<file path="src/common/fjdb_pkg.sv">
// Package for the fall and jolt event debounce block.
// Assumes byte-wide register writes and one shared sample clock.
package fjdb_pkg;
    // Register addresses
    localparam logic [7:0] FALL_EVENT_CONTROL_ADDR = 8'h0b;
    localparam logic [7:0] JOLT_DEBOUNCE_CONTROL_ADDR = 8'h0c;
    // Reset values
    localparam logic [7:0] FALL_EVENT_CONTROL_RST = 8'h00;
    localparam logic [7:0] JOLT_DEBOUNCE_CONTROL_RST = 8'h00;
    // Field layout of fall_event_control
    localparam int FALL_MODE_BIT = 7;
    localparam int FALL_IRQ_ENABLE_BIT = 6;
    localparam int FALL_DEBOUNCE_LSB = 0;
    localparam int FALL_DEBOUNCE_W = 3;
    // Field layout of jolt_debounce_control
    localparam int JOLT_DEBOUNCE_LSB = 0;
    localparam int JOLT_DEBOUNCE_W = 6;
    // Fall method encodings
    localparam logic FALL_MODE_SUM = 1'b0;
    localparam logic FALL_MODE_PER_AXIS = 1'b1;
    // Counter widths: fall needs up to 8, jolt up to 63
    localparam int FALL_CNT_W = 4;
    localparam int JOLT_CNT_W = 6;
    // Sample width and the code of 0.5g at that width (a plain default)
    localparam int AXIS_W = 14;
    localparam int HALF_G_CODE = 2048;
endpackage : fjdb_pkg

</file>
<file path="src/rtl/fjdb_debounce.sv">
// Adjacent-sample run counter that fires once when a run reaches its target.
// Assumes i_tick marks one sample and i_target is at least one.
`timescale 1ns/1ps
`default_nettype none

module fjdb_debounce #(
    parameter int unsigned CW = 6
) (
    input wire logic i_clk,
    input wire logic i_rst_n,
    input wire logic i_ce,
    input wire logic i_tick,
    input wire logic i_hit,
    input wire logic [CW-1:0] i_target,
    output logic o_fire
);
    logic [CW-1:0] cnt_r;
    logic [CW-1:0] cnt_nxt;
    logic fire_r;
    logic fire_nxt;
    logic [CW-1:0] cnt_inc;

    assign cnt_inc = CW'(cnt_r + 1'b1);

    always_comb begin
        cnt_nxt = cnt_r;
        fire_nxt = 1'b0;
        if (i_tick) begin
            if (!i_hit) begin
                cnt_nxt = '0;
            end else if (cnt_r < i_target) begin
                cnt_nxt = cnt_inc;
                // Fires only on reaching; a long run does not refire
                fire_nxt = (cnt_inc == i_target);
            end
        end
    end

    always_ff @(posedge i_clk or negedge i_rst_n) begin
        if (!i_rst_n) begin
            cnt_r <= '0;
            fire_r <= 1'b0;
        end else if (i_ce) begin
            cnt_r <= cnt_nxt;
            fire_r <= fire_nxt;
        end
    end

    assign o_fire = fire_r;
endmodule // fjdb_debounce

`default_nettype wire

</file>
<file path="src/rtl/fjdb_top.sv">
// Fall and jolt event qualification: write-only control, debounce, flags.
// Assumes samples, thresholds and raw jolt hits come from logic on i_clk.
`timescale 1ns/1ps
`default_nettype none

module fjdb_top #(
    parameter int unsigned AW = fjdb_pkg::AXIS_W,
    parameter int HALF_G = fjdb_pkg::HALF_G_CODE
) (
    input wire logic i_clk,
    input wire logic i_rst_n,
    input wire logic i_ce,
    input wire logic i_reg_wr,
    input wire logic [7:0] i_reg_addr,
    input wire logic [7:0] i_reg_wdata,
    input wire logic i_sample_valid,
    input wire logic signed [AW-1:0] i_x,
    input wire logic signed [AW-1:0] i_y,
    input wire logic signed [AW-1:0] i_z,
    input wire logic signed [AW-1:0] i_fall_threshold,
    input wire logic [2:0] i_jolt_hit,
    input wire logic i_jolt_irq_enable_x,
    input wire logic i_jolt_irq_enable_y,
    input wire logic i_jolt_irq_enable_z,
    input wire logic i_fall_flag_clr,
    input wire logic i_jolt_flag_clr,
    output logic o_fall_mode,
    output logic o_fall_irq_enable,
    output logic [2:0] o_fall_debounce_count,
    output logic [5:0] o_jolt_debounce_count,
    output logic o_fall_event,
    output logic [2:0] o_jolt_event,
    output logic o_fall_detected_flag,
    output logic o_jolt_detected_flag,
    output logic o_fall_irq,
    output logic o_jolt_irq
);
    localparam int SW = AW + 3;
    localparam int FCW = fjdb_pkg::FALL_CNT_W;
    localparam int JCW = fjdb_pkg::JOLT_CNT_W;

    // Control registers
    logic [7:0] fall_ctrl_r;
    logic [7:0] fall_ctrl_nxt;
    logic [7:0] jolt_ctrl_r;
    logic [7:0] jolt_ctrl_nxt;

    always_comb begin
        fall_ctrl_nxt = fall_ctrl_r;
        jolt_ctrl_nxt = jolt_ctrl_r;
        if (i_reg_wr && (i_reg_addr == fjdb_pkg::FALL_EVENT_CONTROL_ADDR)) begin
            fall_ctrl_nxt = i_reg_wdata;
            // Reserved bits are kept at zero
            fall_ctrl_nxt[5:3] = 3'h0;
        end
        if (i_reg_wr && (i_reg_addr == fjdb_pkg::JOLT_DEBOUNCE_CONTROL_ADDR)) begin
            jolt_ctrl_nxt = {2'h0, i_reg_wdata[5:0]};
        end
    end

    always_ff @(posedge i_clk or negedge i_rst_n) begin
        if (!i_rst_n) begin
            fall_ctrl_r <= fjdb_pkg::FALL_EVENT_CONTROL_RST;
            jolt_ctrl_r <= fjdb_pkg::JOLT_DEBOUNCE_CONTROL_RST;
        end else if (i_ce) begin
            fall_ctrl_r <= fall_ctrl_nxt;
            jolt_ctrl_r <= jolt_ctrl_nxt;
        end
    end

    logic fall_mode;
    logic fall_irq_en;
    logic [fjdb_pkg::FALL_DEBOUNCE_W-1:0] fall_db;
    logic [fjdb_pkg::JOLT_DEBOUNCE_W-1:0] jolt_db;

    assign fall_mode = fall_ctrl_r[fjdb_pkg::FALL_MODE_BIT];
    assign fall_irq_en = fall_ctrl_r[fjdb_pkg::FALL_IRQ_ENABLE_BIT];
    assign fall_db = fall_ctrl_r[fjdb_pkg::FALL_DEBOUNCE_LSB +: fjdb_pkg::FALL_DEBOUNCE_W];
    assign jolt_db = jolt_ctrl_r[fjdb_pkg::JOLT_DEBOUNCE_LSB +: fjdb_pkg::JOLT_DEBOUNCE_W];

    // Debounce targets
    logic [FCW-1:0] fall_target;
    logic [JCW-1:0] jolt_target;

    assign fall_target = FCW'({1'b0, fall_db} + 4'h1);
    assign jolt_target = (jolt_db == '0) ? JCW'(1) : jolt_db;

    // Fall condition, widened so sums and signed levels never overflow
    logic signed [SW-1:0] mag_x;
    logic signed [SW-1:0] mag_y;
    logic signed [SW-1:0] mag_z;
    logic signed [SW-1:0] mag_sum;
    logic signed [SW-1:0] fall_level;
    logic fall_hit;

    function automatic logic signed [SW-1:0] fjdb_abs(input logic signed [AW-1:0] v);
        logic signed [SW-1:0] w;
        w = SW'(v);
        fjdb_abs = (w < 0) ? -w : w;
    endfunction

    always_comb begin
        mag_x = fjdb_abs(i_x);
        mag_y = fjdb_abs(i_y);
        mag_z = fjdb_abs(i_z);
        mag_sum = mag_x + mag_y + mag_z;
        fall_level = SW'(HALF_G) + SW'(i_fall_threshold);
        if (fall_mode == fjdb_pkg::FALL_MODE_SUM) begin
            fall_hit = (mag_sum < fall_level);
        end else begin
            fall_hit = (mag_x < fall_level) && (mag_y < fall_level)
                && (mag_z < fall_level);
        end
    end

    // Debounce counters: one for fall, one per jolt axis
    logic fall_fire;
    logic [2:0] jolt_fire;

    fjdb_debounce #(
        .CW(FCW)
    ) u_fall_db (
        .i_clk(i_clk),
        .i_rst_n(i_rst_n),
        .i_ce(i_ce),
        .i_tick(i_sample_valid),
        .i_hit(fall_hit),
        .i_target(fall_target),
        .o_fire(fall_fire)
    );

    genvar g;
    generate
        for (g = 0; g < 3; g++) begin : g_jolt
            fjdb_debounce #(
                .CW(JCW)
            ) u_jolt_db (
                .i_clk(i_clk),
                .i_rst_n(i_rst_n),
                .i_ce(i_ce),
                .i_tick(i_sample_valid),
                .i_hit(i_jolt_hit[g]),
                .i_target(jolt_target),
                .o_fire(jolt_fire[g])
            );
        end
    endgenerate

    // Flags and interrupt pulses
    logic [2:0] jolt_en;
    logic jolt_qual;

    assign jolt_en = {i_jolt_irq_enable_z, i_jolt_irq_enable_y, i_jolt_irq_enable_x};
    assign jolt_qual = |(jolt_fire & jolt_en);

    logic fall_flag_r;
    logic fall_flag_nxt;
    logic jolt_flag_r;
    logic jolt_flag_nxt;
    logic fall_irq_r;
    logic fall_irq_nxt;
    logic jolt_irq_r;
    logic jolt_irq_nxt;
    logic fall_evt_r;
    logic [2:0] jolt_evt_r;

    always_comb begin
        // Set beats clear so an event in the clearing cycle survives
        fall_flag_nxt = fall_fire | (fall_flag_r & ~i_fall_flag_clr);
        jolt_flag_nxt = jolt_qual | (jolt_flag_r & ~i_jolt_flag_clr);
        fall_irq_nxt = fall_fire & fall_irq_en;
        jolt_irq_nxt = jolt_qual;
    end

    always_ff @(posedge i_clk or negedge i_rst_n) begin
        if (!i_rst_n) begin
            fall_flag_r <= 1'b0;
            jolt_flag_r <= 1'b0;
            fall_irq_r <= 1'b0;
            jolt_irq_r <= 1'b0;
            fall_evt_r <= 1'b0;
            jolt_evt_r <= 3'h0;
        end else if (i_ce) begin
            fall_flag_r <= fall_flag_nxt;
            jolt_flag_r <= jolt_flag_nxt;
            fall_irq_r <= fall_irq_nxt;
            jolt_irq_r <= jolt_irq_nxt;
            fall_evt_r <= fall_fire;
            jolt_evt_r <= jolt_fire;
        end
    end

    assign o_fall_mode = fall_mode;
    assign o_fall_irq_enable = fall_irq_en;
    assign o_fall_debounce_count = fall_db;
    assign o_jolt_debounce_count = jolt_db;
    assign o_fall_event = fall_evt_r;
    assign o_jolt_event = jolt_evt_r;
    assign o_fall_detected_flag = fall_flag_r;
    assign o_jolt_detected_flag = jolt_flag_r;
    assign o_fall_irq = fall_irq_r;
    assign o_jolt_irq = jolt_irq_r;
endmodule // fjdb_top

`default_nettype wire

</file>
<file path="config.mk">
export PLATFORM = sky130hd
export DESIGN_NAME = fjdb_top
export DESIGN_NICKNAME = d
export VERILOG_FILES = /design/src/common/fjdb_pkg.sv /design/src/rtl/fjdb_debounce.sv /design/src/rtl/fjdb_top.sv
export SDC_FILE = /design/constraint.sdc
export NUM_CORES = 1
export LEC_CHECK = 0
export ABC_CLOCK_PERIOD_IN_PS = 3100
export BUFFER_PORTS_ARGS = -buffer_cell sky130_fd_sc_hd__buf_4
export CAP_MARGIN = 30
export CORE_ASPECT_RATIO = 1.1
export CORE_MARGIN = 4
export CORE_UTILIZATION = 38
export DETAILED_ROUTE_END_ITERATION = 12
export PLACE_DENSITY = 0.67
export SETUP_SLACK_MARGIN = 0.1
export SLEW_MARGIN = 25
export SYNTH_ARGS = -nofsm -noshare
export SYNTH_HDL_FRONTEND = slang
export SYNTH_SLANG_ARGS = --single-unit
</file>
<file path="constraint.sdc">
create_clock -name i_clk -period 3.1 [get_ports i_clk]
set_input_delay 0.465 -clock i_clk [delete_from_list [all_inputs] [get_ports i_clk]]
set_output_delay 0.465 -clock i_clk [all_outputs]
set_load 0.02 [all_outputs]
</file>
; Word-level counts from Yosys, hierarchy flattened
; Cells that the tools add are included.
[totals]
reg_bits = 45
latch_bits = 0
ram_bits = 0
mem_bits_ro = 0
inputBits = 85
memories = 0
[op_classes]
n_addsub = 11
multipliers = 0
div_mod_pow = 0
n_lt_le_gt_ge = 11
n_eq_ne = 10
n_shift = 0
mux = 25
bitwise = 8
n_reduce_logical = 12
[op_table]
columns = cell, n
row1 = < comparator 17 x 15 -> 1 bit, 4
row2 = two-way mux 17 bit, 3
row3 = negation 14 -> 17 bit, 3
row4 = < comparator 14 x 1 -> 1 bit (second input constant), 3
row5 = two-way mux 6 bit, 7
row6 = adder 17 bit, 2
row7 = adder 6 x 1 -> 6 bit (second input constant), 3
row8 = == test 6 bit, 3
row9 = < comparator 6 bit, 3
row10 = == test 8 x 4 -> 1 bit (second input constant), 2
row11 = adder 13 x 14 -> 15 bit (first input constant), 1
row12 = two-way mux 1 bit, 13
row13 = AND reduction 3 bit, 4
row14 = two-way mux 4 bit, 2
row15 = logical NOT 6 bit, 1
row16 = inequality test 2 x 1 -> 1 bit (second input constant), 3
row17 = adder 3 x 1 -> 4 bit (second input constant), 1
row18 = adder 4 x 1 -> 4 bit (second input constant), 1
row19 = == test 4 bit, 1
row20 = logical AND 1 bit, 4
row21 = < comparator 4 bit, 1
row22 = AND reduction 2 bit, 2
row23 = bitwise AND 1 bit, 3
row24 = bitwise AND 3 bit, 1
row25 = other kinds (4), 6

; Logic depth before layout (Yosys ltp)
; Gate-level depths: netlist of the first run.
[depth]
ltp_word = 8
mapped_depth = 23

; Hierarchy
; A second synthesis of the first run with hierarchy kept.
[hier_totals]
hier_cells = 778
hier_area_um2 = 6565.0
[by_module_without_submodules]
columns = mod, n_inst, cells_each, area_per_inst_um2
row1 = fjdb_top, 1, 485, 4107.7
row2 = fjdb_debounce at g_jolt[0].u_jolt_db ..., 3, 81, 673.1
row3 = fjdb_debounce at u_fall_db, 1, 50, 437.9

; Worst setup path after synthesis of the first run
; Ideal clock, no wire load.
[synth_path]
path_type = input to register
from = input port i_x[6]
to = register u_fall_db.cnt_r[0]
arrival_ns = 4.481
required_ns = 2.977
slack_ns = -1.504
cell_stages = 18
path_buffers = 0
cell_sequence = or4_1 or3_1 nand2_1 xnor2_1 fa_1 ha_1 a21oi_1 nor2_1 a311o_1 a21oi_1 o21ai_0 xnor2_1 ha_1 nand4_1 a211oi_1 o31ai_1 a21oi_2 nor2_1
[synth_between]
elab_chain_cells = 8
elab_cells_between_ends = 13
classes_between = add/sub: 3 / order compare: 3 / eq/ne: 1 / mux: 3 / reduce/logical: 3
[synth_lines]
columns = item, line_no
row1 = from (decl), fjdb_top.sv:17  ; input wire logic signed [AW-1:0] i_x,
row2 = negation 14 -> 17 bit / < comparator 14 x 1 -> 1 bit (equally long branches), fjdb_top.sv:99  ; fjdb_abs = (w < 0) ? -w : w;
row3 = two-way mux 17 bit (*), fjdb_top.sv:99
row4 = adder 17 bit / < comparator 17 x 15 -> 1 bit (equally long branches), "fjdb_top.sv:106, fjdb_top.sv:111"
row5 = adder 17 bit / logical AND 1 bit (equally long branches), "fjdb_top.sv:106, fjdb_top.sv:111"
row6 = < comparator 17 x 15 -> 1 bit / logical AND 1 bit (equally long branches), "fjdb_top.sv:109, fjdb_top.sv:112"
row7 = two-way mux 1 bit (*), fjdb_top.sv:108  ; if (fall_mode == fjdb_pkg::FALL_MODE_SUM) begin
row8 = inequality test 2 bit (no line), -
row9 = AND reduction 3 bit (no line), -
row10 = to (signal assigned), fjdb_debounce.sv:44  ; cnt_r <= cnt_nxt;
row11 = to (decl), fjdb_debounce.sv:17  ; logic [CW-1:0] cnt_r;
; Mark *: on every way between the ends. The rest lies on a longest branch, timed or not.
; A chain may end at the register's enable or synchronous reset.

; Worst setup path after layout of the first run
[layout_path]
from = input port i_y[2]
to = register u_fall_db.cnt_r[2]
[layout_between]
elab_chain_cells = 8
elab_cells_between_ends = 13
classes_between = add/sub: 3 / order compare: 3 / eq/ne: 1 / mux: 3 / reduce/logical: 3
[layout_lines]
columns = item, line_no
row1 = from (decl), fjdb_top.sv:18  ; input wire logic signed [AW-1:0] i_y,
row2 = negation 14 -> 17 bit / < comparator 14 x 1 -> 1 bit (equally long branches), fjdb_top.sv:99
row3 = two-way mux 17 bit (*), fjdb_top.sv:99
row4 = adder 17 bit / < comparator 17 x 15 -> 1 bit (equally long branches), "fjdb_top.sv:106, fjdb_top.sv:111"
row5 = adder 17 bit / logical AND 1 bit (equally long branches), "fjdb_top.sv:106, fjdb_top.sv:111"
row6 = < comparator 17 x 15 -> 1 bit / logical AND 1 bit (equally long branches), "fjdb_top.sv:109, fjdb_top.sv:112"
row7 = two-way mux 1 bit (*), fjdb_top.sv:108
row8 = inequality test 2 bit (no line), -
row9 = AND reduction 3 bit (no line), -
; Marks and branches as above.

==> impl_results.md, run 1 <==
* Full die area at 18,500 um2
* Leak at 4.23 nW
* Critical path class: input port to flop
* Mapped Cells at between 700 and 800
* Initial antenna violation count at 0
* Final setup fails at 5
* Placed cell count at around 1,200
* Final Slew Violations at 0
* Vias per cell at 5.17
* Setup_tns at -6.09 ns
* Top Ports at approximately 100
* Total number of vias at ~6,000
* Avg Synthesized Cell Area at 8.58 um2
* P per Cell Area at roughly 450 nW/um2
* Yosys warning count at 0
* DP HPWL at between 10,000 and 15,000 um
* Slack of the critical path at -1.24 ns
* Post-route DRC at 0
* Yosys reg bits at 45
* Cell family with most CP delay: compound AO/OA/AOI/OAI gates
* CP startpoint kind: input port
* Clock-pin slew on the worst setup and hold paths at ~0.06 ns
* Arr. time, crit path at about 4.6 ns
* Number of diodes at 0
* FF-to-FF path depth at 10
* Min Tclk post-route at 4.34 ns
* Final period util at 140%
* Final Skew at around 0.0026 ns
* Iter 0 DRT Violations at 204
* Fill cell count at between 1,000 and 1,500
* Mapped Area at just over 6000 um2
* Gr usage total at a little under a fifth
* RSZ-0062 raised after global routing: yes
* Tot Pwr at ~3.9 mW
* HP Class: input port to async pin
* Non-Filler Instances at between 1,000 and 1,500
* Slowest CP cell: or4_4
* CP peak stage delay at about 0.56 ns
* Worst r2r src: jolt_ctrl_r[1]
* Vias in the first global route at a little under 6,000
* Sequential share of the synthesized area at between 10% and 20%
* Routability cong. at ~0.84
* Row Count at between 40 and 50
* Clock tree buffer depth at 2
* Die H at 142 um
* Footprint of the multi-input gates at between 5000 and 6000 um2
* Initial core utilization at 39.2%
* DR pass1 iterations at 4
* Number of synthesized flops with an enable pin at 0
* I/O Buffers at just over 100
* CTS sink count at 45
* Status: complete, but fails checks
* Post-layout instance area at about 8700 um2
* Die Wd at between 100 and 150 um
* Placed cell area at ~8300 um2
* Failing checks: negative setup slack
* Worst Setup End Kind: flop
* Largest net degree at the start of global routing at 46
* Max VDD drop at 0.222 mV
* Post-CTS Hold Buffers at 0
* Routed WL at 16,600 um
* Crit-path max FO at 4
* Core area at approximately 16,000 um2
* Most used cell, CP: buf_4
* Reg area at 1130 um2
* CTS tree: yes
* Rel. slew slack at roughly three fifths
* Max-Cap Viols at 0
* Antenna-violating nets left at 0
* GR Overflow Total at 0
* Worst r2r dst: g_jolt[0].u_jolt_db.cnt_r[3]
* CP Cell Sequence: buf_4 -> or4_4 -> o21ai_1 -> xnor2_1 -> fa_1 -> ha_1 -> a21boi_2 -> o41ai_2 -> buf_4 -> buf_4 -> inv_1 -> a21oi_1 -> xnor2_1 -> ha_1 -> a21o_1 -> a21o_1 -> a21oi_1 -> nor2_1 -> o31ai_2 -> a21oi_2 -> nor2_1
* R2R setup slack at between 0.6 and 0.7 ns
* P&R area growth vs syn at 38.7%
* Wire per inst at ~14 um
* Ys flop type: dfrtp_1
* Final nets at 1,179
* First-pass GRT wire length at 28,000 um
* Yosys cell types at 69
* Least-Margin Pin Slew at 0.575 ns
* Layout cell share with drive strength beyond 1 at about a third
* Worst Path Required at about 3.3 ns
* H-tree levels at 2
* Fmax at 231 MHz
* Buf/Inv on CP at 4
* Num CTS Buffers at 5
* Final-report hold violation count at 0
* Root Buffer: clkbuf_16
* Worst skew pair latency at 0.29 ns
* Async set-reset flop share out of synthesis at 100%
worst reg2reg max path, delay by kind of cell, from the launching register on:
kind | cells | cell delay [ns]
AO/OA/AOI/OAI | 6 | 1.31
AND/OR/NAND/NOR | 3 | 0.39
flip-flops | 1 | 0.50
adder cells (fa/ha/maj) | 1 | 0.15
where the power goes:
part           leakage [nW]  total [mW]  switching (mW)  internal [mW]
registers             0.584       0.813           0.140          0.674
logic                  3.59        2.53            1.23           1.30
clock network        0.0631       0.526           0.227          0.299
area by class of cell:
class / instances / area share, %
clock buffer: 6 / 1.49
clock inverter: 2 / 0.174
inverter: 65 / 2.82
multi-input combinational: 616 / 59.2
sequential: 45 / 13.0
tap: 200 / 2.89
timing repair buffer: 234 / 20.4
kinds of logic (layout without fill, tap and decap cells):
logic type / count (synthesis) / count (layout) / synth area share (%)
multiplexers: 18 / 18 / 3.17
flip-flops: 45 / 45 / 18.1
AND/OR/NAND/NOR: 199 / 199 / 16.4
other: 2 / 15 / 0.120
buffers and inverters: 79 / 307 / 4.76
XOR/XNOR: 76 / 76 / 10.7
AO/OA/AOI/OAI: 181 / 181 / 19.3
adder cells (fa/ha/maj): 127 / 127 / 27.5
cells in the mapped netlist, types with 16 or more instances:
cell type,n,area (um2)
ha_1,110,1380
inv_1,65,244
xnor2_1,60,526
nand2_1,57,214
o21ai_0,53,265
dfrtp_1,45,1130
a21oi_1,43,215
nor2_1,37,139
fa_1,17,340
nand3_1,16,80.1
nand4_1,16,100
xor2_1,16,140
stage by stage:
step / worst slack [ns] / util (%) / hold WS, ns
6_report: -1.24 / 54.4 / 0.171
3_3_place_gp: -1.55 / 52.1 / 0.468
4_1_cts: -1.22 / 54.0 / 0.204
3_5_place_dp: -1.63 / 52.1 / 0.487
5_1_grt: -1.45 / 54.4 / 0.231
2_1_floorplan: -1.19 / - / 0.169
worst max-delay path by stage:
stage | depth (start not counted) | end | start | slack [ns]
2_1_floorplan | 18 | u_fall_db.cnt_r[0] | i_y[6] | -1.19
3_3_place_gp | 18 | u_fall_db.cnt_r[1] | i_z[6] | -1.55
3_5_place_dp | 18 | u_fall_db.cnt_r[2] | i_z[6] | -1.63
4_1_cts | 19 | u_fall_db.cnt_r[2] | i_y[6] | -1.22
5_1_grt | 21 | u_fall_db.cnt_r[0] | i_y[2] | -1.45
6_report | 21 | u_fall_db.cnt_r[2] | i_y[2] | -1.24
what timing repair did:
| item | CTS | global route |
|---|---|---|
| setup endpoints to repair | 5 | 5 |
| setup buffers | 3 | 1 |
| pin swaps | 18 | 17 |
| gates resized for setup | 32 | 8 |
metal layers:
metal,track usage [%],vias to the layer above,part of all wire (%)
li1,-,3090,-
met3,1.61,9,3.5
met5,0,-,0
met4,2.95,0,0.88
met2,33.2,91,51
met1,23.6,2844,44
sequential cells by signal, indices dropped and copies added, names as in the netlist:
name	count
o_jolt_irq	1
o_fall_event	1
u_fall_db.cnt_r	4
g_jolt.u_jolt_db.o_fire	3
o_fall_detected_flag	1
g_jolt.u_jolt_db.cnt_r	18
o_jolt_detected_flag	1
u_fall_db.o_fire	1
o_fall_irq	1
fall_ctrl_r	5
o_jolt_event	3
jolt_ctrl_r	6
placed cells by master, fill, tap and decap left out, drive strengths merged, types with 3 or more instances in the layout:
master,Yosys,final
o21ai,55,55
o31ai,13,13
fa,17,17
nand2b,12,12
or4,4,4
buf,0,234
o2111ai,3,3
a21o,13,13
o21a,6,6
mux2i,4,4
mux2,14,14
nand4,16,16
a31oi,4,4
o41ai,9,9
a31o,3,3
nor2,37,37
clkbuf,14,6
conb,2,15
nand3,16,16
dfrtp,45,45
nand2,57,57
or3,6,6
inv,65,65
xor2,16,16
ha,110,110
and2,3,3
or2,4,4
a211oi,4,4
nor4,6,6
a2111oi,4,4
nor3b,3,3
a21oi,45,45
nor2b,13,13
xnor2,60,60
nor3,13,13
Power figures use the tool's default switching activity.
==> run 2: changes to the inputs <==
--- a/config.mk
+++ b/config.mk
@@ -5,9 +5,10 @@
 export SDC_FILE = /design/constraint.sdc
 export NUM_CORES = 1
 export LEC_CHECK = 0
+export ABC_AREA = 1
 export ABC_CLOCK_PERIOD_IN_PS = 3100
 export BUFFER_PORTS_ARGS = -buffer_cell sky130_fd_sc_hd__buf_4
-export CAP_MARGIN = 30
+export CAP_MARGIN = 20
 export CORE_ASPECT_RATIO = 1.1
 export CORE_MARGIN = 4
 export CORE_UTILIZATION = 38
==> run 2 against run 1 <==
- largest cell class unchanged
- routed wire length rose by 9.0%
- worst setup slack lost 0.11 ns
- first-iteration DRC count up 53%
- the run still ends with negative setup slack left
- critical path depth is 9 higher
- count of clock-buffer cells in the layout is 1 lower
- largest power group unchanged
- synthesized cell count rose by 18%
- combinational power increased by 19%
- critical path type unchanged
- register-to-register slack worse by 0.02 ns
- synthesized area rose by 0.74%
- total power rose by 13%
==> impl_results.md, run 2 <==
* Fill cell count at roughly 1,500
* DP HPWL at about 15,000 um
* Iter 0 DRT Violations at 313
* Commonest non-fill, non-tap cell in the layout: buf_4
* HP Class: input port to async pin
* Number of synthesized flops with an enable pin at 0
* Initial core utilization at between 30% and 40%
* CTS tree: yes
* Critical path class: input port to flop
* Failing checks: negative setup slack
* Post-route DRC at 0
* Core area at 16,300 um2
* Arr. time, crit path at 4.63 ns
* CP startpoint kind: input port
* Final setup fails at 5
* Gr usage total at a little under 20%
* GR Overflow Total at 0
* RSZ-0062 raised after global routing: yes
* Leak at 4.79 nW
* Dominant cells by area after synthesis: ha_1 (22%), dfrtp_1 (18%), nand2_1 (13%), xor2_1 (7.1%), inv_1 (6.0%)
* Status: complete, but fails checks
* Top Ports at ~100
* Number of diodes at 0
* Final-report hold violation count at 0
* Fmax at roughly 220 MHz
* Routability cong. at 0.885
* Worst Path Required at ~3.3 ns
* Post-route core utilization at roughly 56%
* DR pass1 iterations at 4
* Async set-reset flop share out of synthesis at 100%
* Most frequent cells in the layout: buf_4 (241), nand2_1 (208), ha_1 (101)
* Min Tclk post-route at approximately 4.4 ns
* Top flop regs: g_jolt.u_jolt_db.cnt_r (18), jolt_ctrl_r (6), fall_ctrl_r (5)
* Die Wd at 131 um
* Most instantiated cells after synthesis: nand2_1 (217), ha_1 (110), inv_1 (101), nor2_1 (72), xor2_1 (51)
* Full die area at 18,700 um2
* Top cell type's share of synthesized area at a little over a fifth
* Die H at around 140 um
* Largest net degree at the start of global routing at 46
* Wire per inst at about 14 um
* Clock-pin slew on the worst setup and hold paths at approximately 0.070 ns
* Antenna-violating nets left at 0
* Pre-CTS WS at -1.78 ns
* Sequential share of the synthesized area at 17.9%
* Yosys cell types at 47
* Row Count at 49
* Root Buffer: clkbuf_16
* Slowest CP cell: fa_1
* CP peak stage delay at roughly 0.54 ns
* Routed WL at approximately 18,000 um
* Layout cell share with drive strength beyond 1 at a little under a third
* Vias per cell at approximately 4.9
* Yosys warning count at 0
* Tot Pwr at approximately 4.4 mW
* I/O Buffers at 103
* H-tree levels at 2
* Reg area at 1130 um2
* Final Slew Violations at 0
* Least-Margin Pin Slew at roughly 0.56 ns
* Crit-path max FO at 4
* Max-Cap Viols at 0
* Worst r2r src: jolt_ctrl_r[1]
* Clock tree buffer depth at 2
* Final nets at approximately 1,300
* Worst Setup End Kind: flop
* Final Skew at roughly 0.0045 ns
* First-pass GRT wire length at 29,900 um
* Most frequent cell after synthesis: nand2_1
* Initial antenna violation count at 0
* Footprint of the multi-input gates at just over 5000 um2
* Synth area leader: ha_1
* Num CTS Buffers at 5
* Placed cell count at between 1,000 and 1,500
* Worst skew pair latency at roughly 0.29 ns
* Max reg flops at 18
* CP Launch Point: i_z[4]
* Avg Synthesized Cell Area at 7.30 um2
* Final period util at 143%
* CTS sink count at 45
* Slack of the critical path at -1.35 ns
* Yosys reg bits at 45
* Rel. slew slack at between 60 and 70%
* Ys flop type: dfrtp_1
* Total number of vias at 6,446
* Vias in the first global route at 6,524
* Non-Filler Instances at around 1,300
* Mapped Cells at 860
* P per Cell Area at between 400 and 500 nW/um2
* Most used cell, CP: nand2_1
* P&R area growth vs syn at 44.3%
* Mapped Area at 6280 um2
* Max VDD drop at 0.222 mV
* Most flops, register: g_jolt.u_jolt_db.cnt_r
-- run 2: final timing paths --
kind / depth (start not counted) / slack (ns) / end
setup / recovery: 30 / -1.35 / u_fall_db.cnt_r[2]
hold / removal: 1 / 0.16 / o_jolt_irq
setup reg to reg: 8 / 0.62 / g_jolt[1].u_jolt_db.o_fire
max in group asynchronous: 1 / 2.55 / g_jolt[1].u_jolt_db.cnt_r[0]
hold reg to reg: 2 / 0.47 / o_fall_detected_flag
min in group i_clk: 2 / 0.40 / fall_ctrl_r[6]
-- run 2: per-layer routing --
layer	wire [um]	track usage [%]
met3	660	2.54
met5	0	0
met2	8890	33.9
met4	331	3.84
met1	8260	26.0
-- run 2: repair_timing --
item,CTS,global route
resized for setup,49,33
buffers inserted,12,3
setup endpoints to repair,5,5
hold buffers,0,0
pin swaps,29,27
hold endpoints to repair,0,0
-- run 2: cell type report --
type	instances	area share, %
multi-input combinational	713	57.0
timing repair buffer	249	21.2
tap	204	2.81
inverter	109	4.90
clock buffer	5	1.38
sequential	45	12.4
clock inverter	3	0.276
-- run 2: stage by stage --
step | TNS [ns] | cell area [um2] | hold slack, ns
after detailed placement | -8.77 | 8430 | 0.462
after CTS | -6.05 | 8910 | 0.188
after global routing | -8.15 | 9070 | 0.219
final | -6.65 | 9070 | 0.160
after floorplan | -5.10 | 6450 | 0.169
after global placement | -8.37 | 8430 | 0.456
-- run 2: power breakdown --
group / total [mW] / switching [mW] / internal (mW)
Sequential: 0.819 / 0.121 / 0.698
Clock: 0.544 / 0.240 / 0.304
Combinational: 3.01 / 1.56 / 1.45
-- run 2: critical path: cells and delay by family --
| family | cells | cell delay [ns] |
|---|---|---|
| AND/OR/NAND/NOR | 18 | 2.08 |
| adder cells (fa/ha/maj) | 3 | 1.17 |
| buffers and inverters | 5 | 0.46 |
| AO/OA/AOI/OAI | 3 | 0.28 |
| XOR/XNOR | 1 | 0.16 |
-- run 2: logic make-up after synthesis --
group	share of synthesized area, %
XOR/XNOR	10.2
AO/OA/AOI/OAI	11.3
buffers and inverters	6.97
AND/OR/NAND/NOR	25.3
adder cells (fa/ha/maj)	27.3
flip-flops	17.9
other	0.120
multiplexers	0.896
==> run 3: changes to the inputs <==
--- a/config.mk
+++ b/config.mk
@@ -10,7 +10,7 @@
 export BUFFER_PORTS_ARGS = -buffer_cell sky130_fd_sc_hd__buf_4
 export CAP_MARGIN = 20
 export CORE_ASPECT_RATIO = 1.1
-export CORE_MARGIN = 4
+export CORE_MARGIN = 2
 export CORE_UTILIZATION = 38
 export DETAILED_ROUTE_END_ITERATION = 12
 export PLACE_DENSITY = 0.67
==> run 3 against run 2 <==
- the flow still finishes with violations (negative setup slack)
- design area fell by 0.81%
- global-route usage rose by 0.37 points
- count of clock-buffer cells in the layout did not move
- register-to-register slack improved by 0.03 ns
- highest routed layer unchanged
- fmax rose by 2.6%
- critical path depth rose by 2
- sequential share of layout area rose by 0.10 points
- die area fell by 5.8%
- flip-flop and latch count did not move
- combinational power fell by 3%
- worst setup slack improved by 0.11 ns
==> impl_results.md, run 3 (same netlist as run 2, synthesis figures left out) <==
* Status: complete, but fails checks
* Failing checks: negative setup slack
* Root Buffer: clkbuf_16
* HP Class: input port to async pin
* Fill cell count at about 1,500
* Least-Margin Pin Slew at 0.580 ns
* Post-route core utilization at between 50% and 60%
* Footprint of the multi-input gates at 5160 um2
* Arr. time, crit path at approximately 4.5 ns
* Routed WL at about 17,000 um
* Slack of the critical path at -1.23 ns
* Max reg flops at 18
* P per Cell Area at about 480 nW/um2
* Cell family with most CP delay: simple AND/OR/NAND/NOR gates
* Vias per cell at between 4 and 5
* Clock-pin slew on the worst setup and hold paths at about 0.070 ns
* DP HPWL at 14,200 um
* Total number of vias at between 6,000 and 7,000
* P_int at 2.43 mW
* Final nets at approximately 1,300
* Clk pwr share at 12.7%
* Slowest CP cell: fa_1
* Reg area at approximately 1100 um2
* Worst Path Required at about 3.3 ns
* Vias in the first global route at between 6,000 and 7,000
* Post-CTS Hold Buffers at 0
* Row Count at 49
* H-tree levels at 2
* Non-Filler Instances at between 1,000 and 1,500
* Wire per inst at about 13 um
* CP startpoint kind: input port
* Combinational share of power at roughly two thirds
* GR Overflow Total at 0
* Die Wd at between 100 and 150 um
* Buf/Inv on CP at 6
* Worst skew pair latency at between 0.2 and 0.3 ns
* Die H at 139 um
* Most used cell, CP: nand2_2
* Antenna-violating nets left at 0
* P&R area growth vs syn at 43.2%
* Placed cell count at 1,300
* Worst Setup End Kind: flop
* Commonest non-fill, non-tap cell in the layout: buf_4
* Critical path class: input port to flop
* Pre-CTS WS at -1.72 ns
* Final setup fails at 5
* Fraction of power spent switching nets at 43.5%
* Tot Pwr at about 4.3 mW
* Top Ports at 104
* Most frequent cells in the layout: buf_4 (238), nand2_1 (208), ha_1 (100)
* Fmax at 231 MHz
* I/O Buffers at roughly 100
* Number of diodes at 0
* Full die area at 17,600 um2
* DR pass1 iterations at 5
* First-pass GRT wire length at about 29,000 um
* Crit-path max FO at 6
* Clock tree buffer depth at 2
* Post-route DRC at 0
* Leak at ~4.8 nW
* Seq pwr share at about a fifth
* Final period util at 140%
* Top flop regs: g_jolt.u_jolt_db.cnt_r (18), jolt_ctrl_r (6), fall_ctrl_r (5)
* Max-Cap Viols at 0
* Final-report hold violation count at 0
* Layout cell share with drive strength beyond 1 at 30.7%
* Num CTS Buffers at 5
* Initial core utilization at about two fifths
* Final Skew at roughly 0.006 ns
* Largest net degree at the start of global routing at 46
* Iter 0 DRT Violations at 378
* Final Slew Violations at 0
* Min Tclk post-route at roughly 4.3 ns
* Sw Pwr at about 1.9 mW
* Gr usage total at 19.9%
* Setup_tns at -6.08 ns
* Most flops, register: g_jolt.u_jolt_db.cnt_r
* CTS sink count at 45
* CTS tree: yes
* Max VDD drop at about 0.25 mV
* Initial antenna violation count at 0
* CP peak stage delay at about 0.49 ns
* Rel. slew slack at 61.3%
* Core area at between 15,000 and 20,000 um2
* Routability cong. at 0.899
* RSZ-0062 raised after global routing: yes
run 3: worst register-to-register path, delay by kind of cell (launching register included):
kind / cells / cell delay (ns)
buffers and inverters: 1 / 0.18
DFF: 1 / 0.57
adders and majority gates: 1 / 0.29
AOI/OAI and AO/OA: 2 / 0.78
and+or+nand+nor: 4 / 0.48
run 3: per-stage QoR:
stage / instance area, um2 / hold slack (ns)
global route: 8990 / 0.217
detailed placement: 8390 / 0.462
finish: 8990 / 0.172
CTS: 8840 / 0.192
global placement: 8390 / 0.460
floorplan: 6450 / 0.169
run 3: worst paths after layout:
path                                 from                         end  slack, ns  cells after the start
max                                i_z[1]          u_fall_db.cnt_r[3]      -1.23                     32
min                               i_rst_n             o_jolt_event[0]       0.17                      1
max reg2reg                jolt_ctrl_r[1]  g_jolt[1].u_jolt_db.o_fire       0.65                      8
min reg2reg                  o_fall_event                o_fall_event       0.47                      2
max in group asynchronous         i_rst_n              jolt_ctrl_r[5]       2.53                      1
min in group i_clk         i_reg_wdata[4]              jolt_ctrl_r[4]       0.40                      2
run 3: cell type report:
type | count | area share [%]
clock buffers | 5 | 1.39
well taps | 204 | 2.84
flip-flops and latches | 45 | 12.5
repair buffers | 244 | 20.7
inverters | 109 | 4.95
clock inverters | 3 | 0.278
multi-input cells | 713 | 57.4
run 3: what timing repair did:
action | 4_1_cts | 5_1_grt
setup endpoints to repair | 5 | 5
endpoints found under the hold margin | 0 | 0
gates resized for setup | 48 | 27
buffers inserted | 12 | 3
pin swaps | 26 | 24
run 3: routing by layer:
| layer | share of wire, % | up-vias | GRT usage (%) |
|---|---|---|---|
| met5 | 0 | - | 0 |
| met4 | 1.3 | 0 | 3.24 |
| met3 | 3.9 | 19 | 2.31 |
| met2 | 49 | 132 | 34.4 |
| met1 | 46 | 2926 | 27.0 |
| li1 | - | 3338 | - |
run 3: power by group through the flow:
| stage | registers, mW | clock network, mW | logic (mW) |
|---|---|---|---|
| floorplan | 0.832 | 0 | 1.69 |
| global placement | 0.826 | 0 | 2.59 |
| detailed placement | 0.825 | 0 | 2.63 |
| CTS | 0.816 | 0.556 | 2.80 |
| global route | 0.836 | 0.581 | 3.34 |
| finish | 0.817 | 0.547 | 2.93 |
